**src/rtl/timer_pkg.sv**
```systemverilog
// How it works
// - 16-bit up-counter behind two byte registers
// - three modes: timer, synced, unsynced counter
// - internal source counts once per four clocks
// - external rising edges count after first fall
// - bypass bit chooses synced or unsynced counting
// - bypass bit ignored while internal source chosen
// - prescale by 1, 2, 4 or 8
// - counts only while run bit set
// - route field assigns units to timer pairs
// - oscillator on: pins inputs, read zero
// - control bit 7 selects wide buffered access
// - wide mode: high address hits buffer
// - wide mode: low read latches high byte
// - wide mode: high byte loads on low write
// - wide mode: live high byte not reachable
// - low write clears prescaler, high does not
// - wrap sets sticky flag, enable gates interrupt
// - special-event compare trigger from a unit routed here clears counter, except in unsynced mode
// - software write beats special-event clear
// - special-event clear never sets flag
package timer_pkg;
  // register bus geometry
  localparam int unsigned ADDR_W = 4;
  localparam int unsigned DATA_W = 8;
  localparam int unsigned UNITS  = 5;
  // register addresses
  localparam logic [3:0] ADDR_CONTROL    = 4'h0;
  localparam logic [3:0] ADDR_COUNT_LOW  = 4'h1;
  localparam logic [3:0] ADDR_COUNT_HIGH = 4'h2;
  localparam logic [3:0] ADDR_IRQ        = 4'h3;
  // control field positions
  localparam int unsigned BIT_COUNTER_RUN   = 0;
  localparam int unsigned BIT_CLOCK_SOURCE  = 1;
  localparam int unsigned BIT_SYNC_BYPASS   = 2;
  localparam int unsigned BIT_ROUTE_LO      = 3;
  localparam int unsigned BIT_PRESCALE_LO   = 4;
  localparam int unsigned BIT_PRESCALE_HI   = 5;
  localparam int unsigned BIT_ROUTE_HI      = 6;
  localparam int unsigned BIT_WIDE_ACCESS   = 7;
  // irq register field positions
  localparam int unsigned BIT_OVERFLOW_FLAG = 0;
  localparam int unsigned BIT_OVERFLOW_IE   = 1;
  // reset values and constants
  localparam logic [7:0]  CONTROL_RESET     = 8'h00;
  localparam logic [15:0] COUNT_MAX         = 16'hFFFF;
  localparam logic [1:0]  INST_DIV_LAST     = 2'h3;
  localparam logic [3:0]  SPECIAL_EVENT_CMP = 4'hB;

  // counting modes
  typedef enum logic [1:0] {
    MODE_TIMER = 2'b00,
    MODE_SYNC  = 2'b01,
    MODE_ASYNC = 2'b10
  } clock_mode_type;

  // mode from source select and bypass bit
  function automatic clock_mode_type clock_mode(input logic [7:0] ctrl);
    if (!ctrl[BIT_CLOCK_SOURCE]) return MODE_TIMER;
    return ctrl[BIT_SYNC_BYPASS] ? MODE_ASYNC : MODE_SYNC;
  endfunction

  // last prescaler count for a select code
  function automatic logic [2:0] prescale_last(input logic [1:0] sel);
    case (sel)
      2'h0:    return 3'h0;
      2'h1:    return 3'h1;
      2'h2:    return 3'h3;
      default: return 3'h7;
    endcase
  endfunction

  // units that take their time base from this timer pair
  function automatic logic [4:0] route_mask(input logic [1:0] route);
    case (route)
      2'h0:    return 5'h00;
      2'h1:    return 5'h1E;
      2'h2:    return 5'h1C;
      default: return 5'h1F;
    endcase
  endfunction
endpackage

```
**src/rtl/edge_if.sv**
```systemverilog
`timescale 1ns/10ps
// link between the counter core and the external edge detector
interface edge_if;
  logic bypass;     // unsynchronised mode chosen
  logic arm_clear;  // forget a seen falling edge
  logic rise;       // one-cycle counted rising edge
  modport detector (input bypass, input arm_clear, output rise);
  modport user     (output bypass, output arm_clear, input rise);
endinterface

```
**src/rtl/timer_counter_16bit_buffered.sv**
```systemverilog
`timescale 1ns/10ps
// 16-bit timer/counter with byte register access
module timer_counter_16bit_buffered (
  input  wire logic        clk_i,
  input  wire logic        reset_i,
  input  wire logic [3:0]  addr_i,
  input  wire logic [7:0]  wdata_i,
  input  wire logic        wr_i,
  input  wire logic        rd_i,
  output logic      [7:0]  rdata_o,
  input  wire logic        ext_clock_pin_i,
  input  wire logic        osc_clk_i,
  input  wire logic        secondary_osc_enable_i,
  input  wire logic [4:0]  special_event_i,
  input  wire logic [19:0] compare_mode_field_i,
  input  wire logic [1:0]  port_direction_i,
  input  wire logic [1:0]  port_out_i,
  input  wire logic [1:0]  pin_in_i,
  output logic      [1:0]  pin_out_o,
  output logic      [1:0]  pin_oe_o,
  output logic      [1:0]  pin_read_o,
  output logic      [4:0]  timebase_route_o,
  output logic             irq_o
);
  // all state of the core
  typedef struct packed {
    logic [7:0]  ctrl;      // timer_control
    logic [15:0] count;     // live counter
    logic [7:0]  hbuf;      // high byte buffer
    logic        flag;      // overflow_flag
    logic        irq_en;    // overflow_irq_enable
    logic [1:0]  div;       // instruction clock divider
    logic [2:0]  presc;     // prescaler counter
    logic [7:0]  rdata;     // read answer
    logic        irq;       // interrupt line
    logic [4:0]  route;     // unit time-base routing
    logic [1:0]  pin_s1;    // pin sync first stage
    logic [1:0]  pin_s2;    // pin sync second stage
    logic [1:0]  pin_oe;    // pin drive enables
    logic [1:0]  pin_read;  // pin values seen by software
    logic [1:0]  pin_out;   // pin drive values
  } state_type;

  state_type                 q, d;
  timer_pkg::clock_mode_type mode;       // active counting mode
  logic                      inst_tick;  // one instruction cycle
  logic                      src_event;  // chosen source event
  logic                      tick;       // prescaled count event
  logic                      sev_rst;    // special-event clear
  logic                      wr_low;     // low byte write
  logic                      wr_high;    // high byte write
  logic                      wr_cnt;     // any counter write
  logic                      wide;       // wide access mode
  logic                      wrap;       // counter wraps now
  logic [4:0]                unit_sev;   // triggering units
  logic                      ext_src;    // raw external clock

  edge_if edge_bus ();

  // external source: oscillator when enabled, else the pin
  assign ext_src            = secondary_osc_enable_i ? osc_clk_i : ext_clock_pin_i;
  assign edge_bus.bypass    = q.ctrl[timer_pkg::BIT_SYNC_BYPASS];
  assign edge_bus.arm_clear = wr_low | ~q.ctrl[timer_pkg::BIT_COUNTER_RUN];

  ext_edge_detect u_edge (
    .clk_i     (clk_i),
    .reset_i   (reset_i),
    .ext_clk_i (ext_src),
    .bus       (edge_bus)
  );

  // next state of the core
  always_comb begin
    d         = q;
    wide      = q.ctrl[timer_pkg::BIT_WIDE_ACCESS];
    mode      = timer_pkg::clock_mode(q.ctrl);
    wr_low    = wr_i && (addr_i == timer_pkg::ADDR_COUNT_LOW);
    wr_high   = wr_i && (addr_i == timer_pkg::ADDR_COUNT_HIGH);
    wr_cnt    = wr_low || (wr_high && !wide);
    tick      = 1'b0;
    wrap      = 1'b0;
    // instruction clock is a quarter of the core clock
    d.div     = q.div + 2'h1;
    inst_tick = (q.div == timer_pkg::INST_DIV_LAST);
    // bypass bit only matters for the external source
    if (mode == timer_pkg::MODE_TIMER) begin
      src_event = inst_tick;
    end else begin
      src_event = edge_bus.rise;
    end
    // unit triggers in special-event compare mode
    for (int i = 0; i < int'(timer_pkg::UNITS); i++) begin
      unit_sev[i] = special_event_i[i] && (compare_mode_field_i[i*4 +: 4] == timer_pkg::SPECIAL_EVENT_CMP);
    end
    // clear only for units routed here, not in unsynced mode
    sev_rst = |(unit_sev & q.route) && (mode != timer_pkg::MODE_ASYNC);
    // prescaler runs only while counting
    if (q.ctrl[timer_pkg::BIT_COUNTER_RUN] && src_event) begin
      if (q.presc == timer_pkg::prescale_last(q.ctrl[5:4])) begin
        d.presc = 3'h0;
        tick    = 1'b1;
      end else begin
        d.presc = q.presc + 3'h1;
      end
    end
    // low byte write restarts the prescaler
    if (wr_low) begin
      d.presc = 3'h0;
    end
    // counter: write first, then special clear, then count
    if (wr_low) begin
      if (wide) begin
        d.count = {q.hbuf, wdata_i};
      end else begin
        d.count[7:0] = wdata_i;
      end
    end else if (wr_high && !wide) begin
      d.count[15:8] = wdata_i;
    end else if (sev_rst) begin
      d.count = 16'h0000;
    end else if (tick) begin
      d.count = q.count + 16'h0001;
      wrap    = (q.count == timer_pkg::COUNT_MAX);
    end
    // high writes in wide mode only touch the buffer
    if (wr_high && wide) begin
      d.hbuf = wdata_i;
    end
    // control register
    if (wr_i && addr_i == timer_pkg::ADDR_CONTROL) begin
      d.ctrl = wdata_i;
    end
    // flag and enable; a wrap beats a clear
    if (wr_i && addr_i == timer_pkg::ADDR_IRQ) begin
      d.flag   = wdata_i[timer_pkg::BIT_OVERFLOW_FLAG];
      d.irq_en = wdata_i[timer_pkg::BIT_OVERFLOW_IE];
    end
    if (wrap) begin
      d.flag = 1'b1;
    end
    // line follows the new flag, so a clear drops it at once
    d.irq   = d.flag & d.irq_en;
    // routing settles one cycle after a control write
    d.route = timer_pkg::route_mask({q.ctrl[timer_pkg::BIT_ROUTE_HI], q.ctrl[timer_pkg::BIT_ROUTE_LO]});
    // read answer stands one cycle only
    d.rdata = 8'h00;
    if (rd_i) begin
      unique case (addr_i)
        timer_pkg::ADDR_CONTROL: begin
          d.rdata = q.ctrl;
        end
        timer_pkg::ADDR_COUNT_LOW: begin
          d.rdata = q.count[7:0];
          if (wide) begin
            d.hbuf = q.count[15:8];
          end
        end
        timer_pkg::ADDR_COUNT_HIGH: begin
          d.rdata = wide ? q.hbuf : q.count[15:8];
        end
        timer_pkg::ADDR_IRQ: begin
          d.rdata = {6'h00, q.irq_en, q.flag};
        end
        default: begin
          d.rdata = 8'h00;  // unmapped reads zero
        end
      endcase
    end
    // oscillator pins: inputs, read as zero
    d.pin_s1  = pin_in_i;
    d.pin_s2  = q.pin_s1;
    d.pin_out = port_out_i;
    if (secondary_osc_enable_i) begin
      d.pin_oe   = 2'h0;
      d.pin_read = 2'h0;
    end else begin
      d.pin_oe   = ~port_direction_i;
      d.pin_read = q.pin_s2;
    end
  end

  // register the core; reset clears control
  always_ff @(posedge clk_i) begin
    if (reset_i) begin
      q      <= '0;
      q.ctrl <= timer_pkg::CONTROL_RESET;
    end else begin
      q <= d;
    end
  end

  // outputs straight from flip-flops
  assign rdata_o          = q.rdata;
  assign irq_o            = q.irq;
  assign timebase_route_o = q.route;
  assign pin_oe_o         = q.pin_oe;
  assign pin_read_o       = q.pin_read;
  assign pin_out_o        = q.pin_out;

  // counter holds while stopped and untouched
  chk_stop_holds: assert property (@(posedge clk_i) disable iff (reset_i)
    (!q.ctrl[0] && !wr_cnt && !sev_rst) |=> $stable(q.count)) else $error("counter moved while stopped");

  // wrap from max gives zero and the flag
  chk_wrap_flag: assert property (@(posedge clk_i) disable iff (reset_i)
    (tick && q.count == 16'hFFFF && !wr_cnt && !sev_rst) |=> (q.count == 16'h0000 && q.flag))
    else $error("wrap did not clear counter and set flag");

  // special clear leaves the flag alone
  chk_sev_no_flag: assert property (@(posedge clk_i) disable iff (reset_i)
    (sev_rst && !wr_cnt && !q.flag && !wr_i) |=> (q.count == 16'h0000 && !q.flag))
    else $error("special clear misbehaved");

  // write beats a coincident special clear
  chk_write_wins: assert property (@(posedge clk_i) disable iff (reset_i)
    (sev_rst && wr_low && !wide) |=> q.count[7:0] == $past(wdata_i)) else $error("special clear beat a write");

  // low read latches the high byte
  chk_low_read_latch: assert property (@(posedge clk_i) disable iff (reset_i)
    (rd_i && addr_i == 4'h1 && wide) |=> (q.hbuf == $past(q.count[15:8]) && q.rdata == $past(q.count[7:0])))
    else $error("low read did not latch high byte");

  // wide low write loads both bytes at once
  chk_wide_write: assert property (@(posedge clk_i) disable iff (reset_i)
    (wr_high && wide) ##1 (wr_low && wide) |=> q.count == {$past(wdata_i, 2), $past(wdata_i)})
    else $error("wide write did not load 16 bits");

  // low write restarts the prescaler
  chk_presc_clear: assert property (@(posedge clk_i) disable iff (reset_i)
    wr_low |=> q.presc == 3'h0) else $error("prescaler not cleared");

  // internal source gives one event per four clocks
  chk_inst_rate: assert property (@(posedge clk_i) disable iff (reset_i)
    (mode == timer_pkg::MODE_TIMER && src_event) |=> !src_event [*3]) else $error("instruction rate wrong");

  // oscillator pins undriven and read zero
  chk_osc_pins: assert property (@(posedge clk_i) disable iff (reset_i)
    secondary_osc_enable_i |=> (pin_oe_o == 2'h0 && pin_read_o == 2'h0)) else $error("oscillator pins not inputs");

  // reset leaves the control register clear
  chk_reset_ctrl: assert property (@(posedge clk_i)
    reset_i |=> q.ctrl == 8'h00) else $error("control not cleared by reset");

  // read data stand one cycle and fall back to zero
  chk_rdata_idle: assert property (@(posedge clk_i) disable iff (reset_i)
    !rd_i |=> rdata_o == 8'h00)
    else $error("read data stood without a read");

  // narrow low write changes only the low byte
  chk_narrow_low: assert property (@(posedge clk_i) disable iff (reset_i)
    (wr_low && !wide) |=> q.count == {$past(q.count[15:8]), $past(wdata_i)})
    else $error("narrow low write disturbed the high byte");

  // narrow high write reaches the live byte
  chk_narrow_high: assert property (@(posedge clk_i) disable iff (reset_i)
    (wr_high && !wide) |=> q.count[15:8] == $past(wdata_i))
    else $error("narrow high write lost");

  // wide high write fills the buffer
  chk_wide_high_buf: assert property (@(posedge clk_i) disable iff (reset_i)
    (wr_high && wide) |=> q.hbuf == $past(wdata_i))
    else $error("wide high write missed the buffer");

  // wide high read answers from the buffer
  chk_wide_high_read: assert property (@(posedge clk_i) disable iff (reset_i)
    (rd_i && addr_i == timer_pkg::ADDR_COUNT_HIGH && wide) |=> rdata_o == $past(q.hbuf))
    else $error("wide high read bypassed the buffer");

  // high write leaves the prescaler alone
  chk_high_keeps_presc: assert property (@(posedge clk_i) disable iff (reset_i)
    (wr_high && !(q.ctrl[timer_pkg::BIT_COUNTER_RUN] && src_event)) |=> $stable(q.presc))
    else $error("high write moved the prescaler");

  // prescaler frozen while stopped
  chk_presc_hold: assert property (@(posedge clk_i) disable iff (reset_i)
    (!q.ctrl[timer_pkg::BIT_COUNTER_RUN] && !wr_low) |=> $stable(q.presc))
    else $error("prescaler moved while stopped");

  // enable off keeps the interrupt line low
  chk_irq_gate: assert property (@(posedge clk_i) disable iff (reset_i)
    (!q.irq_en && !(wr_i && addr_i == timer_pkg::ADDR_IRQ)) |=> !irq_o)
    else $error("interrupt raised while disabled");

  // route code 11 hands every unit to this pair
  chk_route_all: assert property (@(posedge clk_i) disable iff (reset_i)
    (q.ctrl[timer_pkg::BIT_ROUTE_HI] && q.ctrl[timer_pkg::BIT_ROUTE_LO]) |=> timebase_route_o == 5'h1F)
    else $error("route code 11 not applied");

  // route code 00 hands no unit to this pair
  chk_route_none: assert property (@(posedge clk_i) disable iff (reset_i)
    !(q.ctrl[timer_pkg::BIT_ROUTE_HI] || q.ctrl[timer_pkg::BIT_ROUTE_LO]) |=> timebase_route_o == 5'h00)
    else $error("route code 00 not applied");

  // pins follow their direction bits while the oscillator is off
  chk_pin_dir: assert property (@(posedge clk_i) disable iff (reset_i)
    !secondary_osc_enable_i |=> pin_oe_o == ~$past(port_direction_i))
    else $error("pin enables ignore direction bits");

  // main scenarios
  cov_wrap:       cover property (@(posedge clk_i) disable iff (reset_i) wrap);
  cov_sev_clear:  cover property (@(posedge clk_i) disable iff (reset_i) sev_rst && !wr_cnt);
  cov_wide_read:  cover property (@(posedge clk_i) disable iff (reset_i) rd_i && wide && addr_i == 4'h1);
  cov_ext_count:  cover property (@(posedge clk_i) disable iff (reset_i) tick && mode == timer_pkg::MODE_SYNC);
  cov_sev_write:  cover property (@(posedge clk_i) disable iff (reset_i) sev_rst && wr_low);
endmodule // timer_counter_16bit_buffered

```
**src/rtl/ext_edge_detect.sv**
```systemverilog
`timescale 1ns/10ps
// finds counted rising edges of the external clock
module ext_edge_detect (
  input  wire logic   clk_i,
  input  wire logic   reset_i,
  input  wire logic   ext_clk_i,
  edge_if.detector    bus
);
  // all detector state
  typedef struct packed {
    logic s1;     // first sync stage
    logic s2;     // second sync stage
    logic s3;     // extra stage for synced mode
    logic prev;   // level seen last cycle
    logic armed;  // falling edge already seen
    logic rise;   // counted edge pulse
  } det_type;

  det_type q, d;
  logic    level;  // chosen sampled level

  // next state of the detector
  always_comb begin
    d       = q;
    d.s1    = ext_clk_i;
    d.s2    = q.s1;
    d.s3    = q.s2;
    level   = bus.bypass ? q.s2 : q.s3;
    d.prev  = level;
    d.rise  = level & ~q.prev & q.armed;
    if (bus.arm_clear) begin
      d.armed = 1'b0;
    end else if (!level && q.prev) begin
      d.armed = 1'b1;
    end
  end

  // register the detector
  always_ff @(posedge clk_i) begin
    if (reset_i) begin
      q <= '0;
    end else begin
      q <= d;
    end
  end

  assign bus.rise = q.rise;

  chk_edge_needs_arm: assert property (@(posedge clk_i) disable iff (reset_i)
    q.rise |-> $past(q.armed)) else $error("edge counted before a falling edge");
endmodule // ext_edge_detect

```
**config.mk**
```make
export PLATFORM = sky130hd
export DESIGN_NAME = timer_counter_16bit_buffered
export DESIGN_NICKNAME = d
export VERILOG_FILES = /design/src/rtl/timer_pkg.sv /design/src/rtl/edge_if.sv /design/src/rtl/timer_counter_16bit_buffered.sv /design/src/rtl/ext_edge_detect.sv
export SDC_FILE = /design/constraint.sdc
export NUM_CORES = 1
export LEC_CHECK = 0
export ABC_AREA = 1
export BUFFER_PORTS_ARGS = -buffer_cell sky130_fd_sc_hd__buf_2
export CAP_MARGIN = 20
export CORE_AREA = 2 2 83 85
export CTS_CLUSTER_DIAMETER = 150
export DETAILED_ROUTE_END_ITERATION = 8
export DIE_AREA = 0 0 85 87
export GPL_ROUTABILITY_DRIVEN = 0
export PLACE_DENSITY = 0.87
export SLEW_MARGIN = 20
export SYNTH_ARGS = -nofsm -noshare
export SYNTH_HDL_FRONTEND = slang
export SYNTH_SLANG_ARGS = --single-unit
```
**constraint.sdc**
```tcl
create_clock -name clk_i -period 2.1 [get_ports clk_i]
set_input_delay 0.21 -clock clk_i [delete_from_list [all_inputs] [get_ports clk_i]]
set_output_delay 0.21 -clock clk_i [all_outputs]
set_load 0.01 [all_outputs]
```
After elaboration in Yosys (flattened, before gate mapping) --
Index checks and enable logic that the tools add are counted.
Operators by class: add/sub/neg operators 3, multiply operators 0, divide/modulo/power cells 0, magnitude comparators 0, eq/ne operators 17, shift-type cells 0, muxes and demuxes 28, bitwise logic cells 9, reductions and logical operators 28
Operators with widths (number):
- $mux W8 | 7
- $mux W16 | 3
- $pmux W8 S4 | 1
- $eq A4 B4 Y1 const B | 5
- $add A16 B1 Y16 const B | 1
- $eq A16 B16 Y1 const B | 1
- $pmux W5 S3 | 1
- $logic_and A1 B1 Y1 | 14
- $mux W1 | 10
- $pmux W3 S3 | 1
- $eq A4 B2 Y1 const B | 2
- $reduce_or A2 Y1 | 4
- $eq A2 B2 Y1 const B | 3
- $logic_not A2 Y1 | 3
- $mux W2 | 3
- $mux W3 | 2
- $and A5 B5 Y5 | 1
- $reduce_or A5 Y1 | 1
- $eq A2 B1 Y1 const B | 2
- $eq A4 B1 Y1 const B | 1
- $logic_not A4 Y1 | 1
- $ne A2 B2 Y1 const B | 2
- $reduce_bool A4 Y1 | 1
- $add A3 B1 Y3 const B | 1
- 9 further kinds | 14
Word-level totals: register bits 69, bits in latches 0, memory bits (writable) 0, ROM bits 0, input port bits 50, output and inout bits 20, word-level logic and storage cells 107, memories kept 0

Logic depth before layout (Yosys ltp) --
depth after elaboration 15, depth in mapped cells 12, depth with buffers taken out 12

By module --
From an unflattened synthesis, not the netlist that was laid out.
Second synthesis, totals: cells, all modules 536, area, all modules 3629.7 sq um
Modules (own cells, without submodules):
- timer_counter_16bit_buffered | times used 1, cells an instance 511, area an instance 3427.0 sq um, sequential area each 1221.2 sq um
- ext_edge_detect | times used 1, cells an instance 25, area an instance 202.7 sq um, sequential area each 120.1 sq um

Least setup slack after synthesis --
OpenSTA, ideal clock, no wires.
kind register to register, start point reg q[40] in the netlist's numbering, end point reg q[49] in the netlist's numbering, setup time 0.115 ns, arrival 1.452 ns, data required time 1.985 ns, setup slack 0.534 ns, stages on the path, launching flop included 10, buffers on the path 0, clock period less this slack 1.566 ns, path through dfxtp_1 > ha_1 > nand4_1 > nor2_1 > nand3_1 > nand2_1 > nand3b_1 > nand2_1 > a21oi_1 > nor2_1
On the way: longest elaborated chain between the ends 5
RTL lines:
- from (decl) | RTL line timer_counter_16bit_buffered.sv:44 | state_type q, d;
- $add A16 B1 Y16 | RTL line timer_counter_16bit_buffered.sv:122 | d.count = q.count + 16'h0001;
- $mux W16 | RTL line timer_counter_16bit_buffered.sv:121 | end else if (tick) begin
- $mux W16 | RTL line timer_counter_16bit_buffered.sv:119 | end else if (sev_rst) begin
- $mux W8 | RTL line timer_counter_16bit_buffered.sv:117 | end else if (wr_high && !wide) begin
- $mux W16 | RTL line timer_counter_16bit_buffered.sv:111 | if (wr_low) begin
Every way passes these cells. The select of a mux whose other input is x is not followed. A chain may end at the register's enable or synchronous reset.

Worst setup path in the final report --
start point reg q[40] in the netlist's numbering, end point reg q, in the netlist irq_o
On the way: longest elaborated chain between the ends 7
RTL lines:
- $eq A16 B16 Y1 | RTL line timer_counter_16bit_buffered.sv:123 | wrap = (q.count == timer_pkg::COUNT_MAX);
- $mux W1 | RTL line timer_counter_16bit_buffered.sv:121
- $mux W1 | RTL line timer_counter_16bit_buffered.sv:119
- $mux W1 | RTL line timer_counter_16bit_buffered.sv:117
- $mux W1 | RTL line timer_counter_16bit_buffered.sv:111
- $mux W1 | RTL line timer_counter_16bit_buffered.sv:138 | if (wrap) begin
- $and A1 B1 Y1 | RTL line timer_counter_16bit_buffered.sv:142 | d.irq = d.flag & d.irq_en;
Every way passes these cells.

==> metrics.cfg <==
[critical_path]
critical_path.startpoint=q[40]$_SDFFE_PP0P_
ff2ff_setup_slack_ns=0.11
critical_path_class=reg -> reg
end_kind=flip-flop
arrival_ns=2.26
path_cells=ha_1, nand4_1, nor2_2, nand3_1, nor3_1, a31oi_1, nor2_1
cp_top_family=simple AND/OR/NAND/NOR gates
r2r_start=q[40]$_SDFFE_PP0P_
slowest_stage=dfxtp_1
cp-start-kind=flip-flop
crit_path_max_fanout=6
cpPeakStageDelay_ns=0.39
critPathRequiredTime_ns=2.37
path_buf_inv=0

[clocking]
cts.path.max_buffers=2
worstSkewPairLatency_ns=0.35
cts_tree=done
clkSinkCount=67
clockRootBuffer=clkbuf_8
path_clk_slew_ns=0.08
cts_htree_levels=3
numCtsBuffers=9

[logic_synthesis]
syn_inst=508
yosysWarnings=0
ys_types=37
synth_top_area_share=0.382
yosysSeqAreaShare=0.382
syn_area_per_cell_um2=6.92
synth_nets=561
synth_ff_type=dfxtp_1
post-synth-top-count-cell=nand2_1
synth_enable_flop_cells=0
synth-seq-cells=67
syn_area_um2=3510
synthTopCellsByArea=dfxtp_1, nand2_1, inv_1
async_flop_share=0
yosys-top-cells-count=nand2_1, inv_1, dfxtp_1
yosysTopAreaCell=dfxtp_1

[run_status]
status=completed

[routing]
vias=3597
drt-total-wl_mm=9.16
drc_errors=0
ant_nets=0
wire_per_inst_um=14.0
viasPerCell=5.51
first_iter_violations=336
firstDrtPassIters=5

[timing]
fin_setup_tns_ns=0
worstMarginPinSlew_ns=0.590
finalClockSkew_ns=0.00864
setup_viol=0
fin_crit_ns=1.99
rsz0062_at_grt=no
slew_violations=0
post-route-period-util=0.949
hold_ws_ns=0.0588
hold_violations=0
maxSlewHeadroom=0.602
max_freq_mhz=502

[global_routing]
antenna_found_initial=0
grt_usage=0.256
grt_pass1_wl_mm=14.9
grt_pass1_vias=3387
overflow=0
grt_max_degree=31

[finish]
diodes=0
drive_gt1_frac=0.194
fin_nets=621
area_growth_pct=15.8

[power_and_ir_drop]
finalPower_uw=2740
peakVddDrop_mv=0.510
leakagePower_uw=0.00182
power_density_nw_per_um2=674

[placement]
hpwl_mm=6.72
io_buffers=69

[floorplan]
die_h_um=87
die_w_um=85
ioPinCount=70
core_um2=6570
initial_utilization=0.535
rows=30
die-area_um2=7400

[min_path]
worstHoldStart=pin_in_i[1]
hp-class=in -> reg

[job]
cap_violations=0

## worst paths after layout
check | endpoint | cells after the start
worst min register to register | u_edge.d[3]$_SDFF_PP0_ | 2
worst max-delay path | irq_o$_SDFF_PP0_ | 7
worst max register to register | irq_o$_SDFF_PP0_ | 7
worst min-delay path | d[7]$_SDFF_PP0_ | 3
## worst min-delay path, delay by kind of cell
family                 cells  cell delay [ns]
AND/OR/NAND/NOR            1             0.06
buffers and inverters      2             0.10
## layer usage
metal / share of wire / track usage / vias up
li1: - / - / 1744
met1: 0.38 / 0.282 / 1592
met2: 0.48 / 0.438 / 218
met3: 0.10 / 0.0768 / 43
met4: 0.047 / 0.152 / 0
met5: 0 / 0 / -
## cell usage in the layout, fill, tap and decap left out, types with 4 or more instances in the layout
cell type,count
buf_4,9
clkbuf_8,9
buf_2,69
inv_1,68
nand2_1,116
xor2_1,6
a21oi_2,4
nor3_1,4
nand4_1,4
o21ai_0,35
a221oi_1,8
nand3b_1,7
o21ai_1,6
nor2_1,60
nand3_1,18
o22ai_1,13
dfxtp_1,67
a21oi_1,34
## logic make-up after synthesis
kind of cell / synth area share
flip-flops: 0.382
adder cells (fa/ha/maj): 0.0107
AND/OR/NAND/NOR: 0.274
AO/OA/AOI/OAI: 0.171
XOR/XNOR: 0.0224
buffers and inverters: 0.138
multiplexers: 0.00285
## metrics by stage
stage	worst slack [ns]	cells	cell area (um2)	utilization
finish	0.106	653	4070	0.620
global route	0.0123	653	4070	0.620
CTS	0.0474	653	4070	0.619
detailed placement	0.131	635	3830	0.583
global placement	0.201	635	3830	0.583
floorplan	0.534	508	3510	-
## layout make-up
cell class | count | area, um2
Tap cell | 80 | 100
Multi-Input combinational cell | 338 | 1690
Clock inverter | 6 | 88.8
Fill cell | 583 | 2500
Sequential cell | 67 | 1340
Inverter | 71 | 269
Timing Repair Buffer | 81 | 453
Clock buffer | 10 | 128
## repair_timing
item                       CTS  global route
hold buffers                 2             0
resized for setup            0             1
setup endpoints to repair    0             4
buffers inserted             0             0
hold endpoints to repair     2             0
## report_power, final
group          internal [uW]  switching, uW  leakage, uW
clock network            670            516     0.000103
registers               1300           20.3     0.000544
logic                   92.7            146      0.00117
total                   2060            682      0.00182
(Power assumes the default switching activity.)
